File: src/dcb_pkg.sv
// Constants, field layout and types shared by the DC block and phase trim
// Assumes a single 200 MHz clock domain and 32-bit Avalon-MM registers
`default_nettype none

package dcb_pkg;

    // ****************************************************************
    // Sizes
    // ****************************************************************
    localparam int NUM_CH = 6;
    localparam int CH_W = 3;
    localparam int DATA_W = 24;
    localparam int FRAC_W = 16;
    localparam int ACC_W = 44;
    localparam int ADDR_W = 8;
    localparam int BUF_W = CH_W + DATA_W;

    // ****************************************************************
    // Register offsets
    // ****************************************************************
    localparam logic [ADDR_W-1:0] ADDR_GLOBAL = 8'h00;
    localparam logic [ADDR_W-1:0] ADDR_STATUS = 8'h04;
    localparam logic [ADDR_W-1:0] ADDR_CHAN_BASE = 8'h10;
    localparam logic [ADDR_W-1:0] ADDR_CHAN_LAST = 8'h24;

    // ****************************************************************
    // Field positions and reset values
    // ****************************************************************
    localparam int COEF_LSB = 0;
    localparam int COEF_W = 4;
    localparam int OSR_LSB = 4;
    localparam int OSR_W = 3;
    localparam int TRIM_LSB = 0;
    localparam int TRIM_W = 10;
    localparam int DIS_BIT = 10;
    localparam int SEL_LSB = 12;
    localparam int SEL_W = 2;
    localparam int CFG_W = 14;
    localparam logic [COEF_W-1:0] COEF_RST = 4'h0;
    localparam logic [OSR_W-1:0] OSR_RST = 3'h3;
    localparam logic [CFG_W-1:0] CHAN_CFG_RST = 14'h0000;

    // ****************************************************************
    // Arithmetic constants
    // ****************************************************************
    localparam logic [15:0] OSR_BASE = 16'h0080;
    localparam logic signed [15:0] TRIM_CAP = 16'sh01FF;
    localparam logic signed [DATA_W-1:0] TEST_LEVEL = 24'sh111111;
    localparam logic signed [ACC_W-1:0] SAT_HI = 44'sh000007FFFFF;
    localparam logic signed [ACC_W-1:0] SAT_LO = 44'shFFFFF800000;

    typedef enum logic [SEL_W-1:0] {
        DCB_SEL_NORMAL,
        DCB_SEL_SHORT,
        DCB_SEL_TEST_POS,
        DCB_SEL_TEST_NEG
    } dcb_insel_e;

endpackage

`default_nettype wire

File: src/dcb_chan_proc.sv
// Per-channel DC block filter, test-signal select and phase-trimmed windows
// Assumes one 200 MHz clock, mod_tick_i one pulse per modulator cycle
//
// Behaviour
// - Codes 1h to Fh give a coefficient of one over two to the code plus one.
// - Any nonzero coefficient code is the global filter enable.
// - A channel's own disable bit bypasses the filter for that channel.
// - Each channel's input select can route a shared positive or negative test level.
// - The test level reads as two fifteenths of full scale while the filter is bypassed.
// - Each phase trim is a 10-bit two's complement count of modulator cycles.
// - Trim is limited to -OSR/2 .. OSR/2-1, and to -512 .. 511 above OSR 1024.
// - Out-of-range trim saturates to the nearest limit instead of wrapping.
// - Each result window spans OSR modulator samples.
// - With zero trim every channel's window is aligned with the others.
// - The data-ready indication waits for the latest trimmed window.
`timescale 1ns/1ps
`default_nettype none

module dcb_chan_proc
(
    // Clock, reset, enable
    input wire logic clk_i,
    input wire logic rst_i,
    input wire logic ce_i,
    // Avalon-MM slave
    input wire logic [dcb_pkg::ADDR_W-1:0] avs_address_i,
    input wire logic avs_read_i,
    input wire logic avs_write_i,
    input wire logic [31:0] avs_writedata_i,
    output logic [31:0] avs_readdata_o,
    output logic avs_waitrequest_o,
    // Modulator timing
    input wire logic mod_tick_i,
    output logic [dcb_pkg::NUM_CH-1:0] chan_window_o,
    output logic result_ready_n_o,
    // Results from decimation
    input wire logic res_valid_i,
    input wire logic [dcb_pkg::CH_W-1:0] res_chan_i,
    input wire logic [dcb_pkg::DATA_W-1:0] res_data_i,
    output logic res_ready_o,
    // Processed results
    output logic out_valid_o,
    output logic [dcb_pkg::CH_W-1:0] out_chan_o,
    output logic [dcb_pkg::DATA_W-1:0] out_data_o,
    input wire logic out_ready_i
);
    import dcb_pkg::*;

    // ****************************************************************
    // Register slave
    // ****************************************************************
    logic [COEF_W-1:0] hpf_coef_code, next_hpf_coef_code;
    logic [OSR_W-1:0] osr_sel, next_osr_sel;
    logic [CFG_W-1:0] chan_config_reg [NUM_CH], next_chan_config_reg [NUM_CH];
    logic [31:0] next_rdata;
    logic next_wait;
    logic [NUM_CH-1:0] done_mask, next_done_mask;
    logic [ADDR_W-1:0] chan_off;
    logic [CH_W-1:0] chan_idx;
    logic chan_hit;

    always_comb
    begin
        chan_off = avs_address_i - ADDR_CHAN_BASE;
        chan_idx = chan_off[CH_W+1:2];
        chan_hit = (avs_address_i >= ADDR_CHAN_BASE)
            && (avs_address_i <= ADDR_CHAN_LAST)
            && (avs_address_i[1:0] == 2'h0);
        next_hpf_coef_code = hpf_coef_code;
        next_osr_sel = osr_sel;
        next_chan_config_reg = chan_config_reg;
        next_rdata = avs_readdata_o;
        next_wait = 1'b1;
        if ((avs_read_i || avs_write_i) && avs_waitrequest_o)
        begin
            next_wait = 1'b0;
            next_rdata = 32'h0000_0000;
            if (avs_address_i == ADDR_GLOBAL)
            begin
                next_rdata[COEF_LSB +: COEF_W] = hpf_coef_code;
                next_rdata[OSR_LSB +: OSR_W] = osr_sel;
            end
            else if (avs_address_i == ADDR_STATUS)
            begin
                next_rdata[NUM_CH-1:0] = done_mask;
                next_rdata[NUM_CH] = result_ready_n_o;
            end
            else if (chan_hit)
                next_rdata[CFG_W-1:0] = chan_config_reg[chan_idx];
        end
        if (avs_write_i && !avs_waitrequest_o)
        begin
            if (avs_address_i == ADDR_GLOBAL)
            begin
                next_hpf_coef_code = avs_writedata_i[COEF_LSB +: COEF_W];
                next_osr_sel = avs_writedata_i[OSR_LSB +: OSR_W];
            end
            else if (chan_hit)
                next_chan_config_reg[chan_idx] = avs_writedata_i[CFG_W-1:0];
        end
    end

    always_ff @(posedge clk_i or posedge rst_i)
    begin
        if (rst_i)
        begin
            hpf_coef_code <= COEF_RST;
            osr_sel <= OSR_RST;
            for (int i = 0; i < NUM_CH; i++)
                chan_config_reg[i] <= CHAN_CFG_RST;
            avs_readdata_o <= 32'h0000_0000;
            avs_waitrequest_o <= 1'b1;
        end
        else if (ce_i)
        begin
            hpf_coef_code <= next_hpf_coef_code;
            osr_sel <= next_osr_sel;
            chan_config_reg <= next_chan_config_reg;
            avs_readdata_o <= next_rdata;
            avs_waitrequest_o <= next_wait;
        end
    end

    // ****************************************************************
    // Reference window and trimmed channel windows
    // ****************************************************************
    logic [15:0] osr;
    logic [15:0] win_cnt, next_win_cnt;
    logic signed [15:0] lim_hi;
    logic signed [15:0] clip_trim [NUM_CH];
    logic [15:0] end_pos [NUM_CH];
    logic [NUM_CH-1:0] next_window;
    logic next_ready_n;

    always_comb
    begin
        osr = OSR_BASE << osr_sel;
        lim_hi = $signed(osr >> 1) - 16'sh0001;
        if (lim_hi > TRIM_CAP)
            lim_hi = TRIM_CAP;
    end

    for (genvar c = 0; c < NUM_CH; c++)
    begin : g_win
        logic signed [15:0] raw_trim;
        logic signed [15:0] pos;
        assign raw_trim = 16'($signed(chan_config_reg[c][TRIM_LSB +: TRIM_W]));
        assign clip_trim[c] = (raw_trim > lim_hi) ? lim_hi
            : (raw_trim < -lim_hi - 16'sh0001) ? -lim_hi - 16'sh0001 : raw_trim;
        assign pos = $signed(osr) - 16'sh0001 + clip_trim[c];
        assign end_pos[c] = ($unsigned(pos) >= osr) ? $unsigned(pos) - osr
            : $unsigned(pos);
        assign next_window[c] = mod_tick_i && (win_cnt == end_pos[c]);
    end

    always_comb
    begin
        next_win_cnt = win_cnt;
        if (mod_tick_i)
            next_win_cnt = (win_cnt >= osr - 16'h0001) ? 16'h0000
                : win_cnt + 16'h0001;
        next_done_mask = done_mask | chan_window_o;
        next_ready_n = 1'b1;
        if (&next_done_mask)
        begin
            next_ready_n = 1'b0;
            next_done_mask = '0;
        end
    end

    always_ff @(posedge clk_i or posedge rst_i)
    begin
        if (rst_i)
        begin
            win_cnt <= 16'h0000;
            chan_window_o <= '0;
            done_mask <= '0;
            result_ready_n_o <= 1'b1;
        end
        else if (ce_i)
        begin
            win_cnt <= next_win_cnt;
            chan_window_o <= next_window;
            done_mask <= next_done_mask;
            result_ready_n_o <= next_ready_n;
        end
    end

    // ****************************************************************
    // Input select and DC block filter
    // ****************************************************************
    logic signed [DATA_W-1:0] xprev [NUM_CH], next_xprev [NUM_CH];
    logic signed [ACC_W-1:0] yacc [NUM_CH], next_yacc [NUM_CH];
    logic signed [DATA_W-1:0] x_sel;
    logic signed [ACC_W-1:0] y_new, y_int;
    logic [DATA_W-1:0] res_out;
    logic [COEF_W:0] hpf_shift;
    logic ch_ok, hpf_on, push;
    logic [CH_W-1:0] ch;

    always_comb
    begin
        ch_ok = (res_chan_i < CH_W'(NUM_CH));
        ch = ch_ok ? res_chan_i : '0;
        push = res_valid_i && res_ready_o;
        unique case (dcb_insel_e'(chan_config_reg[ch][SEL_LSB +: SEL_W]))
            DCB_SEL_NORMAL: x_sel = $signed(res_data_i);
            DCB_SEL_SHORT: x_sel = '0;
            DCB_SEL_TEST_POS: x_sel = TEST_LEVEL;
            DCB_SEL_TEST_NEG: x_sel = -TEST_LEVEL;
        endcase
        hpf_on = ch_ok && (hpf_coef_code != 4'h0)
            && !chan_config_reg[ch][DIS_BIT];
        hpf_shift = {1'b0, hpf_coef_code} + 5'h01;
        y_new = (ACC_W'(x_sel) <<< FRAC_W) - (ACC_W'(xprev[ch]) <<< FRAC_W)
            + yacc[ch] - (yacc[ch] >>> hpf_shift);
        y_int = y_new >>> FRAC_W;
        if (!hpf_on)
            res_out = x_sel;
        else if (y_int > SAT_HI)
            res_out = SAT_HI[DATA_W-1:0];
        else if (y_int < SAT_LO)
            res_out = SAT_LO[DATA_W-1:0];
        else
            res_out = y_int[DATA_W-1:0];
        next_xprev = xprev;
        next_yacc = yacc;
        if (push && ch_ok)
        begin
            next_xprev[ch] = x_sel;
            next_yacc[ch] = hpf_on ? y_new : '0;
        end
    end

    always_ff @(posedge clk_i or posedge rst_i)
    begin
        if (rst_i)
        begin
            xprev <= '{default: '0};
            yacc <= '{default: '0};
        end
        else if (ce_i)
        begin
            xprev <= next_xprev;
            yacc <= next_yacc;
        end
    end

    dcb_skid_buf dcb_skid_buf_i (
        .clk_i(clk_i), .rst_i(rst_i), .ce_i(ce_i),
        .in_valid_i(res_valid_i), .in_data_i({res_chan_i, res_out}),
        .in_ready_o(res_ready_o), .out_valid_o(out_valid_o),
        .out_data_o({out_chan_o, out_data_o}), .out_ready_i(out_ready_i)
    );

    // ****************************************************************
    // Checks
    // ****************************************************************
    property p_bypass;
        @(posedge clk_i) disable iff (rst_i)
        (push && hpf_coef_code == 4'h0 && x_sel == $signed(res_data_i))
            |-> (res_out == res_data_i);
    endproperty
    a_bypass: assert property (p_bypass)
        else $error("code zero did not bypass");
    property p_shift;
        @(posedge clk_i) disable iff (rst_i)
        (hpf_coef_code == 4'hF) |-> (hpf_shift == 5'h10);
    endproperty
    a_shift: assert property (p_shift)
        else $error("coefficient shift wrong");
    property p_state_clear;
        @(posedge clk_i) disable iff (rst_i)
        (ce_i && push && ch_ok && !hpf_on) |=> (yacc[$past(ch)] == '0);
    endproperty
    a_state_clear: assert property (p_state_clear)
        else $error("filter state kept while bypassed");
    property p_chan_disable;
        @(posedge clk_i) disable iff (rst_i)
        (push && chan_config_reg[ch][DIS_BIT]) |-> (res_out == x_sel);
    endproperty
    a_chan_disable: assert property (p_chan_disable)
        else $error("disabled channel was filtered");
    property p_test_pos;
        @(posedge clk_i) disable iff (rst_i)
        (push && !hpf_on && chan_config_reg[ch][SEL_LSB +: SEL_W] == 2'h2)
            |-> (res_out == TEST_LEVEL);
    endproperty
    a_test_pos: assert property (p_test_pos)
        else $error("positive test level wrong");
    property p_clip;
        @(posedge clk_i) disable iff (rst_i)
        (clip_trim[0] <= lim_hi) && (clip_trim[0] >= -lim_hi - 16'sh0001)
            && (lim_hi <= TRIM_CAP);
    endproperty
    a_clip: assert property (p_clip)
        else $error("trim outside limits");
    property p_align;
        @(posedge clk_i) disable iff (rst_i)
        (ce_i && chan_config_reg[0][TRIM_W-1:0] == '0
            && chan_config_reg[1][TRIM_W-1:0] == '0)
            |=> (chan_window_o[0] == chan_window_o[1]);
    endproperty
    a_align: assert property (p_align)
        else $error("zero-trim windows not aligned");
    property p_window_time;
        @(posedge clk_i) disable iff (rst_i)
        (ce_i && mod_tick_i && win_cnt == end_pos[0]) |=> chan_window_o[0];
    endproperty
    a_window_time: assert property (p_window_time)
        else $error("channel window pulse missing");
    property p_ready;
        @(posedge clk_i) disable iff (rst_i)
        (ce_i && &(done_mask | chan_window_o)) |=> !result_ready_n_o;
    endproperty
    a_ready: assert property (p_ready)
        else $error("data ready not raised after last window");
    property p_wait;
        @(posedge clk_i) disable iff (rst_i)
        (ce_i && (avs_read_i || avs_write_i) && avs_waitrequest_o)
            |=> !avs_waitrequest_o;
    endproperty
    a_wait: assert property (p_wait)
        else $error("bus request not answered");

endmodule

`default_nettype wire

File: src/dcb_skid_buf.sv
// Two-entry result buffer; head entry drives the data output directly
// Assumes a synchronous source and sink on the same clock
`timescale 1ns/1ps
`default_nettype none

module dcb_skid_buf
(
    // Clock and reset
    input wire logic clk_i,
    input wire logic rst_i,
    input wire logic ce_i,
    // Fill side
    input wire logic in_valid_i,
    input wire logic [dcb_pkg::BUF_W-1:0] in_data_i,
    output logic in_ready_o,
    // Drain side
    output logic out_valid_o,
    output logic [dcb_pkg::BUF_W-1:0] out_data_o,
    input wire logic out_ready_i
);
    import dcb_pkg::*;

    logic [BUF_W-1:0] mem [2];
    logic [BUF_W-1:0] next_mem [2];
    logic [1:0] cnt;
    logic [1:0] next_cnt;
    logic push;
    logic pop;

    always_comb
    begin
        push = in_valid_i && in_ready_o;
        pop = out_valid_o && out_ready_i;
        next_mem = mem;
        next_cnt = cnt;
        if (pop)
        begin
            next_mem[0] = mem[1];
            next_cnt = cnt - 2'h1;
        end
        if (push)
        begin
            next_mem[next_cnt[0]] = in_data_i;
            next_cnt = next_cnt + 2'h1;
        end
    end

    always_ff @(posedge clk_i or posedge rst_i)
    begin
        if (rst_i)
        begin
            mem[0] <= '0;
            mem[1] <= '0;
            cnt <= 2'h0;
            in_ready_o <= 1'b1;
            out_valid_o <= 1'b0;
        end
        else if (ce_i)
        begin
            mem <= next_mem;
            cnt <= next_cnt;
            in_ready_o <= (next_cnt != 2'h2);
            out_valid_o <= (next_cnt != 2'h0);
        end
    end

    assign out_data_o = mem[0];

    property p_no_overflow;
        @(posedge clk_i) disable iff (rst_i)
        (cnt == 2'h2) |-> !in_ready_o;
    endproperty
    a_no_overflow: assert property (p_no_overflow)
        else $error("buffer full but ready high");

endmodule

`default_nettype wire

File: config.mk
export PLATFORM = sky130hd
export DESIGN_NAME = dcb_chan_proc
export DESIGN_NICKNAME = d
export VERILOG_FILES = /design/src/dcb_pkg.sv /design/src/dcb_chan_proc.sv /design/src/dcb_skid_buf.sv
export SDC_FILE = /design/constraint.sdc
export NUM_CORES = 2
export LEC_CHECK = 0
export BUFFER_PORTS_ARGS = -buffer_cell sky130_fd_sc_hd__buf_2
export CAP_MARGIN = 20
export CORE_AREA = 5 5 265 396
export DETAILED_ROUTE_END_ITERATION = 7
export DIE_AREA = 0 0 270 401
export SYNTH_ARGS = -nofsm -noshare
export SYNTH_HDL_FRONTEND = slang
export SYNTH_SLANG_ARGS = --single-unit
File: constraint.sdc
create_clock -name clk_i -period 22.3 [get_ports clk_i]
set_clock_uncertainty 0.15 [all_clocks]
set_input_delay 6.69 -clock clk_i [delete_from_list [all_inputs] [get_ports clk_i]]
set_output_delay 6.69 -clock clk_i [all_outputs]
set_load 0.05 [all_outputs]
==> results.toml <==
[clock_network]
insertion_delay_ps = 660
cts.path.max_buffers = 3
post-cts-setup-buffers = 0
cts-buffers-inserted = 66
clock_sinks = 601
ctsHtreeMaxLevel = 3
cts_tree = "done"
cts.clk_slew.worst_paths_ps = 60
cts-hold-fix-buffers = 0
cts_resized = 0
cts_root_buf = "clkbuf_16"

[layout]
drive_gt1_share_pct = 11.7
register_area_um2 = 15000
most-common-layout-cells = "736 x nand2_1, 595 x dfrtp_1, 460 x o21ai_0"
nFillCells = 9723
nets = 5484
mostFrequentLayoutCell = "nand2_1"
final_cells = 6405
area_delta_synth_final_pct = 8.73
multiInputGateArea_um2 = 28300
largest_reg_flops = 264

[synth]
synth_edf_count = 0
syn_inst = 5049
synth_cell_type_count = 112
yosysSeqAreaShare_pct = 33.4
syn_area_per_cell_um2 = 8.92
synthArstFlopShare_pct = 100
syn_area_um2 = 45100
synthFlopType = "dfrtp_1"
ys_warn_count = 0
ys_ff_latch = 601

[die]
initial_utilization_pct = 44.6
row_count = 143
core_um2 = 101000
die_y_um = 401
die_area_um2 = 108000
io_pins = 144
die_x_um = 270

[status]
status = "complete, no violations"

[worst_setup_path]
critical_path.top_delay_family = "compound AO/OA/AOI/OAI gates"
reg2reg_depth = 31
reg2reg_to = "chan_window_o[0]"
cp_slowest_cell = "and3_1"
critical_path_peak_fanout = 46
start_kind = "primary input"
required_ps = 22610
r2r_setup_slack_ps = 12130
cp-endpoint = "dcb_skid_buf_i.out_data_o[1]"
reg2reg_from = "osr_sel[0]"
crit_buf_inv = 4
crit_path_frequent_cell = "a21oi_1"
setup.worst_path.start = "res_chan_i[1]"
path_class = "in2reg"
crit_path_end_kind = "flop"
critical_path_arrival_ps = 16740
max_stage_delay_ps = 1000
path_depth = 28

[timing]
max_freq_ghz = 0.0609
hold_violations = 0
relSlewSlack_pct = 24.0
finalSetupTns_ps = 0
min_period_ps = 16420
finalCritPeriodShare_pct = 73.6
rsz0062_at_grt = "no"
drv_slew = 0
setup_viol = 0
worst_pin_slew_ps = 1120

[detailed_routing]
via_per_inst = 5.89
drcViolationCount = 0
via_count = 37800
drt-total-wl_um = 145000
ant_nets = 0
drtIter0Drc = 2671
drt-pass1-iter-count = 8
wl_per_cell_um = 22.6

[global_route]
antenna_found_initial = 7
grt_max_degree = 166
grt_pass1_wl_um = 222000
overflow = 0
grtUsageTotal_pct = 26.1
grt_pass1_vias = 37400

[power]
clock_power_share_pct = 25.4
ir_drop_mv = 0.0981
power.share.sequential_pct = 31.5
comb_power_share_pct = 43.0
p_leak_nw = 22.1
p_switching_mw = 1.87
p_sw_share_pct = 42.4
intPower_mw = 2.54
cellPowerDensity_nw_per_um2 = 90.1

[worst_hold_path]
hold_class = "reg2reg"

[place]
place_inst = 6278
portBuffers = 107
hpwl_um = 104000
gp_congestion = 0.929

[job]
cap_violations = 0
-- worst min path at each step --
stage | start | endpoint | cells past startpoint
2_1_floorplan | yacc[156] | yacc[156] | 2
3_3_place_gp | yacc[171] | yacc[171] | 2
3_5_place_dp | yacc[231] | yacc[231] | 2
4_1_cts | yacc[231] | yacc[231] | 2
5_1_grt | yacc[41] | yacc[41] | 2
6_report | yacc[138] | yacc[138] | 2
-- worst min-delay path: stages, from the launching register on --
cell and delay (ps):
dfrtp_1 330, nand2_1 40, o21ai_0 60
-- logic make-up (layout without fill, tap and decap cells) --
kind of cell    Yosys count  count (layout)  synth area share, %
compound gates         1374            1374                 18.7
xor+xnor                218             218                 4.30
fa+ha+maj               369             369                 11.2
flops                   601             601                 33.4
mux                     418             418                 12.0
simple gates           1532            1532                 15.4
buf+inv                 535             480                 4.95
other cells               2             108               0.0167
-- layout make-up --
type                            instances  area share, %
Antenna cell                            6         0.0306
Clock buffer                           91           3.83
Clock inverter                         28          0.641
Inverter                              188           1.45
Multi-Input combinational cell       4013           57.8
Sequential cell                       601           30.7
Tap cell                             1305           3.33
Timing Repair Buffer                  173           2.18
-- stage by stage --
step	utilization [%]	worst slack [ps]	hold slack, ps	power (mW)	instance area [um2]
global placement	46.2	5340	304	3.26	46700
CTS	48.4	6060	323	4.43	48900
detailed placement	46.2	5390	310	3.29	46700
finish	48.5	5880	321	4.41	49000
floorplan	-	7270	293	2.74	45400
global route	48.4	5470	338	4.66	49000
-- per-layer routing --
metal  GRT usage [%]  vias to the layer above  share of wire [%]
li1                -                    18000                  -
met4            15.0                        0                6.9
met2            47.2                      992                 51
met3            3.85                      374                4.8
met5               0                        -                  0
met1            29.1                    18400                 38
-- synthesized netlist by cell type, types with 45 or more instances --
library cell  number  area [um2]
buf_4             48         360
dfrtp_1          596       14900
a21o_1            55         413
nand3_1           76         380
xnor2_1          141        1230
nor2_1           307        1150
fa_1              56        1120
nand2_1          742        2790
inv_1            181         679
mux2i_1          182        1820
ha_1             310        3880
mux4_2            83        1870
clkbuf_1         244         916
a211oi_1          45         338
xor2_1            75         657
mux2_2           152        1710
o21ai_0          460        2300
o31ai_1           77         578
a31oi_1           73         457
o21a_1            46         345
nor3_1            85         425
a21oi_1          354        1770
-- power by group through the flow --
stage          logic [mW]  registers [mW]  clock network, mW
2_1_floorplan        1.38            1.37                  0
3_3_place_gp         1.86            1.40                  0
3_5_place_dp         1.88            1.41                  0
4_1_cts              1.89            1.39               1.15
5_1_grt              2.06            1.41               1.19
6_report             1.90            1.39               1.12
Note: power is estimated with default switching activity, not from simulation.
